`src/design/pmbus_op_pkg.sv`:
```
`default_nettype none
package pmbus_op_pkg;
  localparam logic [7:0] OPERATION_CODE = 8'h01;
  localparam logic [7:0] OPERATION_RESET = 8'h00;
  localparam int ON_BIT = 7;
  localparam int PROFILE_BIT = 6;
  localparam int MARGIN_MSB = 5;
  localparam int MARGIN_LSB = 2;
  localparam int BYTE_W = 8;
  localparam int BLOCK_BYTES = 6;
  localparam int HOLD_W = 16;
  localparam logic [3:0] MARGIN_OFF0 = 4'h0;
  localparam logic [3:0] MARGIN_OFF1 = 4'h1;
  localparam logic [3:0] MARGIN_OFF2 = 4'h2;
  localparam logic [3:0] MARGIN_LOW_IGN = 4'h5;
  localparam logic [3:0] MARGIN_LOW_ACT = 4'h6;
  localparam logic [3:0] MARGIN_HIGH_IGN = 4'h9;
  localparam logic [3:0] MARGIN_HIGH_ACT = 4'ha;

  typedef enum logic [1:0] {
    TARGET_NOMINAL = 2'h0,
    TARGET_LOW = 2'h1,
    TARGET_HIGH = 2'h2
  } target_sel_type;

  // gray order along off -> run -> hold -> ramp -> off
  typedef enum logic [1:0] {
    CONV_OFF = 2'h0,
    CONV_RUN = 2'h1,
    CONV_HOLD = 2'h3,
    CONV_RAMP = 2'h2
  } conv_state_type;
endpackage : pmbus_op_pkg
`default_nettype wire

```
`src/design/block_byte_assembler.sv`:
```
`default_nettype none
module block_byte_assembler #(
  parameter int MAX_BYTES = 6
) (
  input wire logic sys_clk,
  input wire logic rst_n,
  input wire logic clk_en,
  input wire logic restart,
  input wire logic byte_valid,
  input wire logic [7:0] byte_data,
  output logic [MAX_BYTES*8-1:0] value,
  output logic [$clog2(MAX_BYTES+1)-1:0] count
);
  localparam int CW = $clog2(MAX_BYTES + 1);

  if (MAX_BYTES < 1) begin : g_bad_bytes
    $error("block_byte_assembler needs at least one byte");
  end

  // first byte on the bus fills bits 7:0, each later one the next lane up
  always_ff @(posedge sys_clk or negedge rst_n) begin
    if (!rst_n) begin
      value <= '0;
      count <= '0;
    end else if (clk_en) begin
      if (restart) begin
        value <= '0;
        count <= '0;
      end else if (byte_valid && (int'(count) < MAX_BYTES)) begin
        value[count*8 +: 8] <= byte_data;
        count <= count + CW'(1);
      end
    end
  end
endmodule : block_byte_assembler
`default_nettype wire

```
`src/design/hold_timer.sv`:
```
`default_nettype none
module hold_timer #(
  parameter int WIDTH = 16
) (
  input wire logic sys_clk,
  input wire logic rst_n,
  input wire logic clk_en,
  input wire logic load,
  input wire logic [WIDTH-1:0] load_value,
  input wire logic run,
  output logic expired
);
  logic [WIDTH-1:0] remaining;

  if (WIDTH < 1) begin : g_bad_width
    $error("hold_timer width must be positive");
  end

  always_ff @(posedge sys_clk or negedge rst_n) begin
    if (!rst_n) begin
      remaining <= '0;
    end else if (clk_en) begin
      if (load) begin
        remaining <= load_value;
      end else if (run && (remaining != '0)) begin
        remaining <= remaining - WIDTH'(1);
      end
    end
  end

  assign expired = (remaining == '0);
endmodule : hold_timer
`default_nettype wire

```
`src/design/pmbus_operation_command.sv`:
```
`default_nettype none
module pmbus_operation_command #(
  parameter int BLOCK_BYTES = pmbus_op_pkg::BLOCK_BYTES,
  parameter int HOLD_W = pmbus_op_pkg::HOLD_W
) (
  input wire logic sys_clk,
  input wire logic rst_n,
  input wire logic clk_en,
  input wire logic txn_start,
  input wire logic [7:0] txn_code,
  input wire logic wr_valid,
  input wire logic [7:0] wr_data,
  input wire logic txn_end,
  input wire logic rd_req,
  output logic [7:0] rd_data,
  output logic rd_valid,
  input wire logic clear_faults,
  input wire logic power_up_policy_bit,
  input wire logic cmd_source_sel,
  input wire logic pin_source_sel,
  input wire logic pin_active_high,
  input wire logic pin_immediate_off,
  input wire logic control_pin,
  input wire logic inputs_ok,
  input wire logic [HOLD_W-1:0] turnoff_hold_time,
  input wire logic vout_at_zero,
  output logic conversion_on,
  output logic stage_hiz,
  output logic ramp_down,
  output pmbus_op_pkg::target_sel_type target_sel,
  output logic ov_uv_ignore,
  output logic unsupported_data,
  output logic alert_n,
  output logic [BLOCK_BYTES*8-1:0] block_value,
  output logic [$clog2(BLOCK_BYTES+1)-1:0] block_len,
  output logic block_done
);
  localparam int CW = $clog2(BLOCK_BYTES + 1);

  if (BLOCK_BYTES < 1 || HOLD_W < 1) begin : g_bad_params
    $error("pmbus_operation_command: bad parameter");
  end

  ////////////////////////////////////////////////////////////////////////////
  // transaction capture

  logic [7:0] code_q;
  logic [7:0] operation_control;
  logic [3:0] wr_margin;
  logic op_txn;
  logic margin_valid;
  logic good_write;
  logic bad_write;
  logic [CW-1:0] byte_count;
  logic [BLOCK_BYTES*8-1:0] byte_value;

  always_ff @(posedge sys_clk or negedge rst_n) begin
    if (!rst_n) begin
      code_q <= 8'h00;
    end else if (clk_en && txn_start) begin
      code_q <= txn_code;
    end
  end

  block_byte_assembler #(
    .MAX_BYTES(BLOCK_BYTES)
  ) u_assembler (
    .sys_clk(sys_clk),
    .rst_n(rst_n),
    .clk_en(clk_en),
    .restart(txn_start),
    .byte_valid(wr_valid),
    .byte_data(wr_data),
    .value(byte_value),
    .count(byte_count)
  );

  assign op_txn = (code_q == pmbus_op_pkg::OPERATION_CODE);
  assign wr_margin = byte_value[pmbus_op_pkg::MARGIN_MSB:pmbus_op_pkg::MARGIN_LSB];

  always_comb begin
    case (wr_margin)
      pmbus_op_pkg::MARGIN_OFF0, pmbus_op_pkg::MARGIN_OFF1, pmbus_op_pkg::MARGIN_OFF2,
      pmbus_op_pkg::MARGIN_LOW_IGN, pmbus_op_pkg::MARGIN_LOW_ACT,
      pmbus_op_pkg::MARGIN_HIGH_IGN, pmbus_op_pkg::MARGIN_HIGH_ACT: margin_valid = 1'b1;
      default: margin_valid = 1'b0;
    endcase
  end

  // a write byte carries exactly one data byte
  assign good_write = txn_end && op_txn && (byte_count == CW'(1)) && margin_valid;
  assign bad_write = txn_end && op_txn && !((byte_count == CW'(1)) && margin_valid);

  ////////////////////////////////////////////////////////////////////////////
  // operation control register

  always_ff @(posedge sys_clk or negedge rst_n) begin
    if (!rst_n) begin
      operation_control <= pmbus_op_pkg::OPERATION_RESET;
    end else if (clk_en && good_write) begin
      // low two bits are read-only zero
      operation_control <= {byte_value[7:2], 2'b00};
    end
  end

  always_ff @(posedge sys_clk or negedge rst_n) begin
    if (!rst_n) begin
      rd_data <= 8'h00;
      rd_valid <= 1'b0;
    end else if (clk_en) begin
      rd_valid <= rd_req && op_txn;
      rd_data <= operation_control;
    end
  end

  // other codes are handed on as little-endian blocks
  always_ff @(posedge sys_clk or negedge rst_n) begin
    if (!rst_n) begin
      block_value <= '0;
      block_len <= '0;
      block_done <= 1'b0;
    end else if (clk_en) begin
      block_done <= txn_end && !op_txn;
      if (txn_end && !op_txn) begin
        block_value <= byte_value;
        block_len <= byte_count;
      end
    end
  end

  ////////////////////////////////////////////////////////////////////////////
  // unsupported data status and alert

  always_ff @(posedge sys_clk or negedge rst_n) begin
    if (!rst_n) begin
      unsupported_data <= 1'b0;
    end else if (clk_en) begin
      // a new bad write wins over a clear in the same cycle
      if (bad_write) begin
        unsupported_data <= 1'b1;
      end else if (clear_faults) begin
        unsupported_data <= 1'b0;
      end
    end
  end

  assign alert_n = !unsupported_data;

  ////////////////////////////////////////////////////////////////////////////
  // enable sources and conversion sequencing

  logic on_bit;
  logic pin_on;
  logic want_on;
  logic cmd_off;
  logic soft_profile;
  logic hold_expired;
  pmbus_op_pkg::conv_state_type conv_state;
  pmbus_op_pkg::conv_state_type next_conv_state;

  assign on_bit = operation_control[pmbus_op_pkg::ON_BIT];
  assign pin_on = pin_active_high ? control_pin : !control_pin;
  // selected sources must all agree; policy 0 runs on input power alone
  assign want_on = !power_up_policy_bit
    || ((!cmd_source_sel || on_bit) && (!pin_source_sel || pin_on));
  assign cmd_off = power_up_policy_bit && cmd_source_sel && !on_bit;
  // profile is read at the off edge, so bit 6 while on has no effect
  assign soft_profile = cmd_off ? operation_control[pmbus_op_pkg::PROFILE_BIT]
                                : !pin_immediate_off;

  always_comb begin
    next_conv_state = conv_state;
    case (conv_state)
      pmbus_op_pkg::CONV_OFF: begin
        if (want_on && inputs_ok) begin
          next_conv_state = pmbus_op_pkg::CONV_RUN;
        end
      end
      pmbus_op_pkg::CONV_RUN: begin
        if (!inputs_ok) begin
          next_conv_state = pmbus_op_pkg::CONV_OFF;
        end else if (!want_on) begin
          next_conv_state = soft_profile ? pmbus_op_pkg::CONV_HOLD
                                         : pmbus_op_pkg::CONV_OFF;
        end
      end
      pmbus_op_pkg::CONV_HOLD: begin
        if (!inputs_ok) begin
          next_conv_state = pmbus_op_pkg::CONV_OFF;
        end else if (want_on) begin
          next_conv_state = pmbus_op_pkg::CONV_RUN;
        end else if (hold_expired) begin
          next_conv_state = pmbus_op_pkg::CONV_RAMP;
        end
      end
      pmbus_op_pkg::CONV_RAMP: begin
        if (vout_at_zero || !inputs_ok) begin
          next_conv_state = pmbus_op_pkg::CONV_OFF;
        end
      end
      default: next_conv_state = pmbus_op_pkg::CONV_OFF;
    endcase
  end

  always_ff @(posedge sys_clk or negedge rst_n) begin
    if (!rst_n) begin
      conv_state <= pmbus_op_pkg::CONV_OFF;
    end else if (clk_en) begin
      conv_state <= next_conv_state;
    end
  end

  hold_timer #(
    .WIDTH(HOLD_W)
  ) u_hold (
    .sys_clk(sys_clk),
    .rst_n(rst_n),
    .clk_en(clk_en),
    .load(conv_state == pmbus_op_pkg::CONV_RUN),
    .load_value(turnoff_hold_time),
    .run(conv_state == pmbus_op_pkg::CONV_HOLD),
    .expired(hold_expired)
  );

  assign conversion_on = (conv_state != pmbus_op_pkg::CONV_OFF);
  assign stage_hiz = (conv_state == pmbus_op_pkg::CONV_OFF);
  assign ramp_down = (conv_state == pmbus_op_pkg::CONV_RAMP);

  ////////////////////////////////////////////////////////////////////////////
  // margin target and fault handling

  logic [3:0] margin;
  assign margin = operation_control[pmbus_op_pkg::MARGIN_MSB:pmbus_op_pkg::MARGIN_LSB];

  always_comb begin
    case (margin)
      pmbus_op_pkg::MARGIN_LOW_IGN, pmbus_op_pkg::MARGIN_LOW_ACT: begin
        target_sel = pmbus_op_pkg::TARGET_LOW;
      end
      pmbus_op_pkg::MARGIN_HIGH_IGN, pmbus_op_pkg::MARGIN_HIGH_ACT: begin
        target_sel = pmbus_op_pkg::TARGET_HIGH;
      end
      default: target_sel = pmbus_op_pkg::TARGET_NOMINAL;
    endcase
  end

  assign ov_uv_ignore = on_bit && ((margin == pmbus_op_pkg::MARGIN_LOW_IGN)
                                || (margin == pmbus_op_pkg::MARGIN_HIGH_IGN));
endmodule : pmbus_operation_command
`default_nettype wire

```
`config.mk`:
```
export PLATFORM = sky130hd
export DESIGN_NAME = pmbus_operation_command
export DESIGN_NICKNAME = d
export VERILOG_FILES = /design/src/design/pmbus_op_pkg.sv /design/src/design/block_byte_assembler.sv /design/src/design/hold_timer.sv /design/src/design/pmbus_operation_command.sv
export SDC_FILE = /design/constraint.sdc
export NUM_CORES = 1
export LEC_CHECK = 0
export ABC_AREA = 0
export BUFFER_PORTS_ARGS = -buffer_cell sky130_fd_sc_hd__buf_2
export CAP_MARGIN = 5
export CORE_MARGIN = 2
export CORE_UTILIZATION = 35
export DETAILED_ROUTE_END_ITERATION = 6
export PLACE_DENSITY = 0.52
export SYNTH_ARGS = -nofsm -noshare
export SYNTH_HDL_FRONTEND = slang
export SYNTH_HIERARCHICAL = 1
export SYNTH_SLANG_ARGS = --single-unit
export TNS_END_PERCENT = 10
```
`constraint.sdc`:
```
create_clock -name sys_clk -period 5.56 [get_ports sys_clk]
set_input_delay 0.278 -clock sys_clk [delete_from_list [all_inputs] [get_ports sys_clk]]
set_output_delay 0.278 -clock sys_clk [all_outputs]
set_load 0.01 [all_outputs]
```
# Yosys cells after proc, flatten, opt, wreduce, memory -nomap -nowiden
# Index checks and enable logic that the tools add are counted.
dict set report word_totals {
  regBits 143
}
dict set report op_classes {
  addsub 3
  order_cmp 1
  n_eq_ne 19
  shifts 2
  n_mux 22
  n_reduce_logical 47
}
# operator count
set op_table {}
lappend op_table {{48-bit two-way mux} 2}
lappend op_table {{48-bit bitwise mux} 1}
lappend op_table {{8-bit by 34-bit variable shift with 48-bit output (first input constant)} 1}
lappend op_table {{8-bit by 34-bit indexed part select with 48-bit output} 1}
lappend op_table {{6-bit negator with 34-bit output} 1}
lappend op_table {{16-bit two-way mux} 2}
lappend op_table {{4-bit by 3-bit == test with 1-bit output (second input constant)} 4}
lappend op_table {{4-bit == test (second input constant)} 4}
lappend op_table {{1-bit logical AND} 16}
lappend op_table {{16-bit zero test} 1}
lappend op_table {{2-bit two-way mux} 8}
lappend op_table {{16-bit nonzero test} 1}
lappend op_table {{16-bit by 1-bit subtractor with 16-bit output (second input constant)} 1}
lappend op_table {{1-bit zero test} 10}
lappend op_table {{8-bit by 1-bit == test with 1-bit output (second input constant)} 1}
lappend op_table {{2-bit one-hot mux with 4 select lines} 1}
lappend op_table {{2-bit AND reduction} 4}
lappend op_table {{2-bit nonzero test} 4}
lappend op_table {{7-bit OR reduction} 1}
lappend op_table {{3-bit two-way mux} 2}
lappend op_table {{1-bit logical OR} 5}
lappend op_table {{1-bit two-way mux} 5}
lappend op_table {{5-bit AND reduction} 1}
lappend op_table {{2-bit == test (second input constant)} 2}
lappend op_table {{other kinds (13)} 15}

# Logic depth before layout (Yosys ltp)
# Gate-level depths: netlist of the first run.
dict set report logic_depth {
  ltp_word 8
  ltp_mapped 9
  mapped_depth_nobuf 8
}

# Modules after synthesis
# The synthesis of the first run kept the hierarchy.
# module n_inst cells_per_inst area_per_inst_um2 seq_area_each_um2
set modules_own_cells {}
lappend modules_own_cells {pmbus_operation_command 1 206 3066.7 1901.8}
lappend modules_own_cells {block_byte_assembler 1 173 2170.8 1276.2}
lappend modules_own_cells {hold_timer 1 127 1088.5 400.4}

# Worst setup path before layout of the first run
# Ideal clock, no wire load.
dict set report synth_path {
  path_type {register to register}
  startpoint {register u_assembler.count[0]}
  endpoint {register u_assembler.value[24]}
  setup_time_ns 0.118
  t_arrival_ns 2.035
  required_ns 5.442
  slack_ns 3.407
  path_stages_with_launch 10
  path_buffers 2
  synth_period_minus_slack_ns 2.153
  path_cell_list {dfrtp_1 buf_4 inv_2 ha_1 ha_1 nand2b_4 or3_1 buf_6 a21o_4 a21o_1}
}
dict set report synth_via {
  elab_chain_cells 5
  elab_cells_between_ends 10
  classes_between {add/sub: 1; order compare: 1; shift: 2; mux: 3; reduce/logical: 3}
}
# item line
set synth_lines {}
lappend synth_lines {{start, declared} block_byte_assembler.sv:12} ;# output logic [$clog2(MAX_BYTES+1)-1:0] count
lappend synth_lines {{start signal, assigned} block_byte_assembler.sv:31} ;# count <= count + CW'(1);
lappend synth_lines {{6-bit negator with 34-bit output} block_byte_assembler.sv:30} ;# value[count*8 +: 8] <= byte_data;
lappend synth_lines {{8-bit by 34-bit indexed part select with 48-bit output / 8-bit by 34-bit variable shift with 48-bit output (equally long branches)} block_byte_assembler.sv:30}
lappend synth_lines {{48-bit bitwise mux} block_byte_assembler.sv:30}
lappend synth_lines {{48-bit two-way mux} block_byte_assembler.sv:29} ;# end else if (byte_valid && (int'(count) < MAX_BYTES)) begin
lappend synth_lines {{48-bit two-way mux} block_byte_assembler.sv:26} ;# if (restart) begin
lappend synth_lines {{end signal, assigned by index} block_byte_assembler.sv:30}
lappend synth_lines {{end, declared} block_byte_assembler.sv:11} ;# output logic [MAX_BYTES*8-1:0] value,
# Several ways; a longest one is shown, not always the timed one. The select of a mux whose other input is x is not followed.
# A chain may end at the register's enable or synchronous reset.

# Worst setup path in the final report of the first run
dict set report layout_path {
  startpoint {register u_assembler.count[0]}
  endpoint {register u_assembler.value[6]}
}
# The elaborated chain is that of the path after synthesis.

==> flow_metrics.env, run 1 <==
export IMPL_status="complete, no violations"
export IMPL_cap_violations=0
export IMPL_worstSetupPathType="reg2reg"
export IMPL_grt_usage_pct=16.7
export IMPL_switching_share_pct=30.4
export IMPL_area_growth_pct=21.4
export IMPL_dpl_hpwl_microns=10900
export IMPL_finalHoldViolCount=0
export IMPL_synth_seq_area_share_pct=56.6
export IMPL_ys_warn_count=6
export IMPL_ir_worst_vdd_mv=0.256
export IMPL_vias_per_cell=5.25
export IMPL_max_stage_delay_ps=570
export IMPL_top_usage_layer="met2"
export IMPL_cts_buffer_depth=2
export IMPL_post_route_min_period_ps=2530
export IMPL_cts_tree="built"
export IMPL_insertion_delay_ps=430
export IMPL_worst_path_buf_inv=1
export IMPL_rr_startpoint="u_assembler/count[0]"
export IMPL_synth_edff_count=0
export IMPL_seqPwrFrac_pct=44.3
export IMPL_pwr_density_cell_mw_per_mm2=374
export IMPL_clkPwrFrac_pct=39.0
export IMPL_reg2reg_slack_ps=3030
export IMPL_min_path_cells=3
export IMPL_crit_top_cell="ha_1"
export IMPL_fin_tns_setup_ps=0
export IMPL_p_int_w=0.00200
export IMPL_gr_usage_met2_pct=26.7
export IMPL_grt_ovfl_total=0
export IMPL_hp_start="turnoff_hold_time[14]"
export IMPL_post_drt_wl_per_cell_microns=18.0
export IMPL_grt_max_degree=92
export IMPL_slew_violations=0
export IMPL_drc=0
export IMPL_met3_usage_pct=5.33
export IMPL_antenna_found_initial=1
export IMPL_finalCritPeriodShare_pct=45.5
export IMPL_rr_worst_depth=7
export IMPL_start_util_pct=35.5
export IMPL_worst_pin_slew_ps=1230
export IMPL_setup_viol=0
export IMPL_wl_microns=15500
export IMPL_clk_pin_slew_ps=60
export IMPL_fp_dieW_microns=138
export IMPL_timing_rr_end="u_assembler/value[6]"
export IMPL_fmax_mhz=395
export IMPL_synth_seq_cells=143
export IMPL_use_met1_pct=21.7
export IMPL_numCtsBuffers=17
export IMPL_gp_congestion=0.807
export IMPL_syn_area_sq_mm=0.00633
export IMPL_slew_headroom_pct=17.9
export IMPL_ios=117
export IMPL_crit_path_end_kind="flop"
export IMPL_p_sw_w=0.000872
export IMPL_p_comb_share_pct=16.7
export IMPL_cp_cell_sequence="inv_2, ha_1, ha_1, nor4b_1, and3_1, o21ai_1, a32o_1"
export IMPL_nets=672
export IMPL_arrival_ps=2840
export IMPL_grt_pass1_wl_microns=25400
export IMPL_grt_pass1_vias=4762
export IMPL_crit_family="simple AND/OR/NAND/NOR gates"
export IMPL_dr_pass1_iters=4
export IMPL_drtAntennaViolNets=0
export IMPL_holdPathEnd="u_hold/remaining[14]"
export IMPL_critPathSlowestCell="dfrtp_1"
export IMPL_std_cell_rows=49
export IMPL_cts_root_buf="clkbuf_16"
export IMPL_io_buffer_count=114
export IMPL_synthCells=506
export IMPL_vias=4524
export IMPL_post_synth_cell_area_avg_sq_um=12.5
export IMPL_rsz0062_at_grt="false"
export IMPL_drive_gt1_share_pct=37.3
export IMPL_crit_required_ps=5860
export IMPL_htreeDepth=4
export IMPL_core_area_sq_mm=0.0178
export IMPL_p_total_w=0.00287
export IMPL_p_leak_nw=3.85
export IMPL_post_cts_resized=0
export IMPL_ys_types=65
export IMPL_hp_class="in2reg"
export IMPL_cts_sinks=143
export IMPL_async_reset_ff_share_pct=100
export IMPL_startpoint_type="flop"
export IMPL_fin_skew_ps=18.2
export IMPL_die_h_microns=138
export IMPL_critPathMaxFanout=12
export IMPL_drtIter0Drc=216
export IMPL_synthFlopType="dfrtp_1"
export IMPL_dieArea_sq_mm=0.0192
worst register-to-register path, cell delays in order (launching register included):
cell and delay, ps:
dfrtp_1 570, inv_2 70, ha_1 230, ha_1 390, nor4b_1 440, and3_1 210
o21ai_1 180, a32o_1 310
synth_stat cells (7+ instances only):
| cell type | count | share of area, % |
|---|---|---|
| a22o_1 | 33 | 4.6 |
| nand3_1 | 10 | 0.79 |
| o21ai_0 | 11 | 0.87 |
| inv_1 | 18 | 1.1 |
| a21oi_1 | 8 | 0.63 |
| nor2_1 | 20 | 1.2 |
| a32o_1 | 8 | 1.3 |
| buf_2 | 9 | 0.71 |
| nand2_1 | 27 | 1.6 |
| clkbuf_1 | 7 | 0.42 |
| xnor2_1 | 7 | 0.97 |
| nor4_1 | 12 | 1.2 |
| mux2_2 | 71 | 13 |
| dfrtp_1 | 143 | 57 |
| a21o_1 | 9 | 1.1 |
| nor3_1 | 11 | 0.87 |
placed cells by master (no fill, tap or decap), types with 4 or more instances in the layout:
cell type and instances:
dfrtp_1 143, buf_2 113, mux2_2 71, a22o_1 33, nand2_1 27, nor2_1 20, inv_1 18, clkbuf_16 17
nor4_1 12, nor3_1 11, o21ai_0 11, nand3_1 10, a21o_1 9, a32o_1 8, xnor2_1 7, a21oi_1 7
inv_6 7, nand4_1 6, and2_1 5, nor2b_1 5, o21ai_1 5, and3_1 5, ha_1 5, o22ai_1 5
or3_1 4, a211oi_1 4
sequential cells by signal, summed over array words and instances (netlist names):
name,cells
rd_valid,1
block_done,1
operation_control,6
u_hold/remaining,16
unsupported_data,1
block_len,3
u_assembler/value,48
rd_data,6
u_assembler/count,3
code_q,8
conv_state,2
block_value,48
routing by layer:
| layer | wire [microns] | share of wire (%) |
|---|---|---|
| met5 | 0 | 0 |
| met4 | 183 | 1.2 |
| met3 | 914 | 5.9 |
| met2 | 7380 | 48 |
| met1 | 7010 | 45 |
per-stage QoR:
stage               worst slack [ps]  hold WS, ps  cell area [sq um]  utilization [%]  instances
finish                          3030         72.5               7680             43.0        862
global route                    2830         71.4               7680             43.0        861
CTS                             3050         57.4               7680             43.0        861
detailed placement              2660          413               7080             39.7        828
global placement                2760          394               7080             39.7        828
floorplan                       3410        -17.6               6330                -        507
power groups by stage:
| stage | Clock (W) | Combinational (W) | Sequential (W) |
|---|---|---|---|
| after floorplan | 0 | 0.000322 | 0.00127 |
| after global placement | 0 | 0.000462 | 0.00129 |
| after detailed placement | 0 | 0.000482 | 0.00129 |
| after CTS | 0.00115 | 0.000483 | 0.00127 |
| after global routing | 0.00120 | 0.000530 | 0.00129 |
| final | 0.00112 | 0.000478 | 0.00127 |
worst max-delay path by stage:
stage / startpoint / endpoint / cells after the start
finish: u_assembler/count[0] / u_assembler/value[6] / 7
global route: u_assembler/count[0] / u_assembler/value[3] / 7
CTS: u_assembler/count[0] / u_assembler/value[0] / 7
detailed placement: clk_en / block_value[3] / 5
global placement: clk_en / block_value[18] / 5
floorplan: u_assembler/count[0] / u_assembler/value[24] / 9
area by class of cell:
| cell class | count | area (sq um) |
|---|---|---|
| Multi-Input combinational cell | 321 | 2560 |
| Inverter | 19 | 71.3 |
| Clock buffer | 18 | 439 |
| Timing Repair Buffer | 117 | 602 |
| Tap cell | 229 | 287 |
| Sequential cell | 143 | 3580 |
| Antenna cell | 1 | 2.50 |
| Clock inverter | 14 | 144 |
| Fill cell | 1695 | 10200 |
cells by family (layout without fill, tap and decap cells):
| logic type | Yosys count | in the layout | share of synthesized area, % |
|---|---|---|---|
| buf+inv | 43 | 168 | 3.26 |
| flops | 143 | 143 | 56.6 |
| simple gates | 126 | 126 | 11.9 |
| fa+ha+maj | 5 | 5 | 0.989 |
| mux | 74 | 74 | 13.1 |
| xor+xnor | 8 | 8 | 1.11 |
| other cells | 1 | 3 | 0.0593 |
| compound gates | 106 | 106 | 13.0 |
repair_timing:
item	CTS	global route
hold buffers	1	0
endpoints found under the hold margin	90	0
buffers inserted	0	0
No activity file was read; power rests on OpenSTA's default activity.
==> inputs of run 2 (changes only) <==
- PLACE_DENSITY: 0.52 -> 0.55
- clock period: 5.56 -> 2.2 ns (I/O delays scaled with it)
==> run 2 against run 1 <==
  * Largest power group unchanged
  * First-iteration DRC count rose by 29%
  * Routed wire length rose by 1.4%
  * Sequential cell count did not move
  * Design area rose by 5.4%
  * Critical endpoint is now u_assembler/value[29]
==> flow_metrics.env, run 2 (synthesized netlist as in run 1, its figures left out) <==
export IMPL_status="complete, no violations"
export IMPL_die_h_microns=138
export IMPL_ir_worst_vdd_mv=0.542
export IMPL_critPathSlowestCell="ha_2"
export IMPL_area_growth_pct=28.0
export IMPL_post_route_min_period_ps=2100
export IMPL_slew_headroom_pct=55.5
export IMPL_cts_sinks=143
export IMPL_numCtsBuffers=17
export IMPL_reg_top3="block_value x48, u_assembler/value x48, u_hold/remaining x16"
export IMPL_antennaDiodeCount=0
export IMPL_finalCritPeriodShare_pct=95.4
export IMPL_grt_pass1_wl_microns=26100
export IMPL_p_leak_nw=4.03
export IMPL_postCtsSetupRepairBufs=0
export IMPL_startpoint_type="flop"
export IMPL_arrival_ps=2460
export IMPL_start_util_pct=35.5
export IMPL_cts_tree="built"
export IMPL_grt_max_degree=57
export IMPL_antenna_found_initial=1
export IMPL_cts_buffer_depth=2
export IMPL_fmax_mhz=476
export IMPL_worst_pin_slew_ps=663
export IMPL_vias=4665
export IMPL_fin_skew_ps=7.46
export IMPL_crit_path_end_kind="flop"
export IMPL_dr_pass1_iters=4
export IMPL_hold_slack_ps=34.5
export IMPL_drtIter0Drc=279
export IMPL_clk_pin_slew_ps=60
export IMPL_ios=117
export IMPL_drtAntennaViolNets=0
export IMPL_critPathMaxFanout=7
export IMPL_finalHoldViolCount=0
export IMPL_pwr_density_cell_mw_per_mm2=906
export IMPL_fp_dieW_microns=138
export IMPL_vias_per_cell=5.18
export IMPL_layout_common_cells="dfrtp_1 (143), buf_2 (113), mux2_2 (71)"
export IMPL_nets=711
export IMPL_fin_tns_setup_ps=0
export IMPL_grt_ovfl_total=0
export IMPL_drc=0
export IMPL_cap_violations=0
export IMPL_cts_root_buf="clkbuf_16"
export IMPL_gp_congestion=0.849
export IMPL_insertion_delay_ps=420
export IMPL_n_fill_cell=1656
export IMPL_grt_pass1_vias=4947
export IMPL_cp_cell_sequence="inv_2, ha_1, ha_2, nand2b_4, or3_1, buf_4, nor4_1, a21o_1"
export IMPL_dieArea_sq_mm=0.0192
export IMPL_dpl_hpwl_microns=11100
export IMPL_drive_gt1_share_pct=37.9
export IMPL_core_area_sq_mm=0.0178
export IMPL_slew_violations=0
export IMPL_rsz0062_at_grt="false"
export IMPL_setup_viol=0
export IMPL_std_cell_rows=49
export IMPL_multi_input_area_sq_mm=0.00258
export IMPL_fin_ws_ps=101
export IMPL_grt_usage_pct=17.1
export IMPL_worstSetupPathType="reg2reg"
export IMPL_post_drt_wl_per_cell_microns=17.4
export IMPL_hp_class="in2reg"
export IMPL_htreeDepth=4
export IMPL_crit_required_ps=2560
export IMPL_io_buffer_count=114
export IMPL_regArea_sq_mm=0.00358
export IMPL_wl_microns=15700
export IMPL_post_place_ws_ps=47.1
export IMPL_final_common_cell="dfrtp_1"
export IMPL_max_stage_delay_ps=390
export IMPL_post_route_util_pct=45.4
-- run 2: cell count changes in the layout (fill, tap and decap cells not counted), moves of 2 or more --
cell / change
buf_12: +4
clkinvlp_4: +3
inv_6: -4
buf_4: +12
clkbuf_1: +3
inv_8: -2
dlygate4sd3_1: +23
nor4b_1: -2
nor4b_2: +2
-- run 2: worst paths after layout --
path                                            start               endpoint  slack, ps  cells after the start
worst max-delay path             u_assembler/count[0]  u_assembler/value[29]        100                      8
worst min-delay path             turnoff_hold_time[0]    u_hold/remaining[0]         30                      3
worst max register to register   u_assembler/count[0]  u_assembler/value[29]        100                      8
worst min register to register  u_assembler/value[25]  u_assembler/value[25]        490                      1
max in group asynchronous                       rst_n   u_assembler/count[0]       1300                      3
min in group asynchronous                       rst_n    u_hold/remaining[9]        240                      2
-- run 2: metrics by stage --
step	total power (W)	std cells	area (sq um)
4_1_cts	0.00741	900	8080
3_5_place_dp	0.00451	844	7250
6_report	0.00734	900	8100
3_3_place_gp	0.00447	844	7250
5_1_grt	0.00774	900	8100
2_1_floorplan	0.00402	507	6330
-- run 2: critical path: cells and delay by family, from the launching register on --
family | cells | cell delay, ps
AND/OR/NAND/NOR | 3 | 720
flip-flops | 1 | 360
buffers and inverters | 2 | 220
AO/OA/AOI/OAI | 1 | 130
adder cells (fa/ha/maj) | 2 | 600
-- run 2: routing by layer --
metal,share of wire (%),global-route usage [%]
met5,0,0
met2,48,27.7
met1,44,22.5
met3,5.9,4.05
met4,1.6,6.28
-- run 2: cell type report --
cell class | instances | share of cell area [%]
Sequential cell | 143 | 44.2
Multi-Input combinational cell | 321 | 31.8
Timing Repair Buffer | 156 | 12.4
Clock buffer | 21 | 5.56
Tap cell | 229 | 3.54
Clock inverter | 11 | 1.61
Inverter | 19 | 0.881
-- run 2: power breakdown --
group          leakage [nW]  total, W  internal (W)  switching [W]
sequential             1.93   0.00319       0.00291       0.000281
combinational          1.83   0.00134      0.000603       0.000739
clock                 0.271   0.00281       0.00171        0.00110
-- run 2: repair_timing --
action                                 CTS  global route
endpoints found under the hold margin   77             0
setup endpoints to repair                0            16
hold buffers                            24             0
gates resized for setup                  0             5
==> inputs of run 3 (changes only) <==
==> constraint.sdc (replaced) <==
create_clock -name sys_clk -period 2.2 [get_ports sys_clk]
set_input_delay 0.22 -clock sys_clk [delete_from_list [all_inputs] [get_ports sys_clk]]
set_output_delay 0.22 -clock sys_clk [all_outputs]
set_load 0.01 [all_outputs]
==> run 3 against run 2 <==
  * Utilization shrank 1.2 points
  * Clock-buffer cell count fell by 2
  * Setup slack worse by 5.8 ps
  * Combinational power decreased by 3%
  * Sequential share of layout area rose by 1.2 points
  * Hold slack got worse by 3.4 ps
  * Via count fell by 1.1%
  * Die area did not move
  * Global-route usage down 0.44 points
  * Sequential cell count did not move
  * Largest cell class unchanged
  * Largest power group unchanged
==> flow_metrics.env, run 3 (synthesized netlist as in run 1, its figures left out) <==
export IMPL_finalCritPeriodShare_pct=95.7
export IMPL_post_drt_wl_per_cell_microns=17.8
export IMPL_crit_path_end_kind="flop"
export IMPL_rr_startpoint="u_assembler/count[0]"
export IMPL_grt_ovfl_total=0
export IMPL_fin_skew_ps=10.7
export IMPL_vias_per_cell=5.25
export IMPL_post_dp_cell_area_sq_mm=0.00723
export IMPL_slew_violations=0
export IMPL_grt_pass1_vias=4724
export IMPL_hold_slack_ps=31.1
export IMPL_p_total_w=0.00750
export IMPL_grt_usage_pct=16.7
export IMPL_std_cell_rows=49
export IMPL_clk_pin_slew_ps=70
export IMPL_cts_buffer_depth=2
export IMPL_p_leak_nw=3.96
export IMPL_timing_rr_end="u_assembler/value[29]"
export IMPL_drtAntennaViolNets=0
export IMPL_vias=4612
export IMPL_reg_top3="block_value x48, u_assembler/value x48, u_hold/remaining x16"
export IMPL_grt_pass1_wl_microns=25400
export IMPL_pwr_density_cell_mw_per_mm2=951
export IMPL_area_growth_pct=24.6
export IMPL_finalHoldViolCount=0
export IMPL_worst_pin_slew_ps=651
export IMPL_io_buffer_count=114
export IMPL_drc=0
export IMPL_post_place_ws_ps=53.8
export IMPL_core_area_sq_mm=0.0178
export IMPL_fp_dieW_microns=138
export IMPL_fin_area_sq_mm=0.00788
export IMPL_ios=117
export IMPL_start_util_pct=35.5
export IMPL_fmax_mhz=475
export IMPL_insertion_delay_ps=420
export IMPL_cts_tree="built"
export IMPL_holdPathEnd="code_q[6]"
export IMPL_dpl_hpwl_microns=10900
export IMPL_rr_worst_depth=8
export IMPL_status="complete, no violations"
export IMPL_grt_max_degree=67
export IMPL_cts_root_buf="clkbuf_16"
export IMPL_cp_startpoint="u_assembler/count[0]"
export IMPL_post_route_min_period_ps=2110
export IMPL_nets=688
export IMPL_wl_microns=15600
export IMPL_slew_headroom_pct=56.3
export IMPL_ir_worst_vdd_mv=0.517
export IMPL_rsz0062_at_grt="false"
export IMPL_arrival_ps=2470
export IMPL_cap_violations=0
export IMPL_fin_ws_ps=94.9
export IMPL_startpoint_type="flop"
export IMPL_hp_class="in2reg"
export IMPL_critPathMaxFanout=7
export IMPL_worstSetupPathType="reg2reg"
export IMPL_dieArea_sq_mm=0.0192
export IMPL_fin_tns_setup_ps=0
export IMPL_drtIter0Drc=304
export IMPL_antenna_found_initial=1
export IMPL_final_common_cell="dfrtp_1"
export IMPL_reg2reg_slack_ps=90
export IMPL_hp_start="txn_code[6]"
export IMPL_cts_sinks=143
export IMPL_drive_gt1_share_pct=39.7
export IMPL_min_path_cells=2
export IMPL_htreeDepth=4
export IMPL_crit_required_ps=2560
export IMPL_numCtsBuffers=17
export IMPL_dr_pass1_iters=4
export IMPL_layout_common_cells="dfrtp_1 (143), buf_2 (113), mux2_2 (71)"
export IMPL_setup_viol=0
export IMPL_die_h_microns=138
export IMPL_gp_congestion=0.822
run 3: cell types whose count changed in the layout (fill, tap and decap cells not counted), moves of 2 or more:
cell / before / now
dlygate4sd3_1: 24 / 1
inv_8: 0 / 5
clkbuf_1: 3 / 0
buf_12: 4 / 2
buf_4: 14 / 16
clkinvlp_4: 4 / 2
run 3: per-stage QoR:
step | util (%) | cells
after detailed placement | 40.5 | 844
final | 44.2 | 878
after floorplan | - | 507
after global routing | 44.2 | 877
after CTS | 44.0 | 877
after global placement | 40.5 | 844
run 3: layout make-up:
cell class,instances,area (sq um)
fill,1705,9960
sequential,143,3580
multi-input combinational,321,2580
timing repair buffer,133,747
clock buffer,19,453
tap,229,287
clock inverter,13,166
inverter,19,71.3
antenna,1,2.50
run 3: per-layer routing:
| metal | vias to the layer above | track usage (%) | share of wire (%) |
|---|---|---|---|
| met5 | - | 0 | 0 |
| met4 | 0 | 4.08 | 0.48 |
| met3 | 5 | 4.50 | 4.6 |
| met2 | 114 | 27.3 | 48 |
| met1 | 2347 | 22.2 | 47 |
| li1 | 2146 | - | - |
run 3: worst max-delay path by stage:
stage	endpoint	slack, ps	cells past startpoint
2_1_floorplan	u_assembler/value[24]	50	9
3_3_place_gp	u_assembler/value[5]	110	7
3_5_place_dp	u_assembler/value[5]	50	7
4_1_cts	u_assembler/value[5]	20	7
5_1_grt	operation_control[6]	0.2	4
6_report	u_assembler/value[29]	90	8
run 3: worst max-delay path: stages (launching register included):
cell	delay, ps
dfrtp_1	360
inv_2	40
ha_1	210
ha_1	400
nand2b_4	100
or3_1	380
buf_4	190
nor4_1	240
a21o_1	130
run 3: timing repair:
action,in CTS,in global routing
setup buffers,0,0
hold endpoints to repair,37,0
hold buffers,1,0
endpoints found under the setup margin,0,9
resized for setup,0,5
run 3: where the power goes:
| group | switching [W] | internal, W |
|---|---|---|
| logic | 0.000739 | 0.000566 |
| clock network | 0.00122 | 0.00178 |
| registers | 0.000281 | 0.00291 |
| total | 0.00224 | 0.00526 |
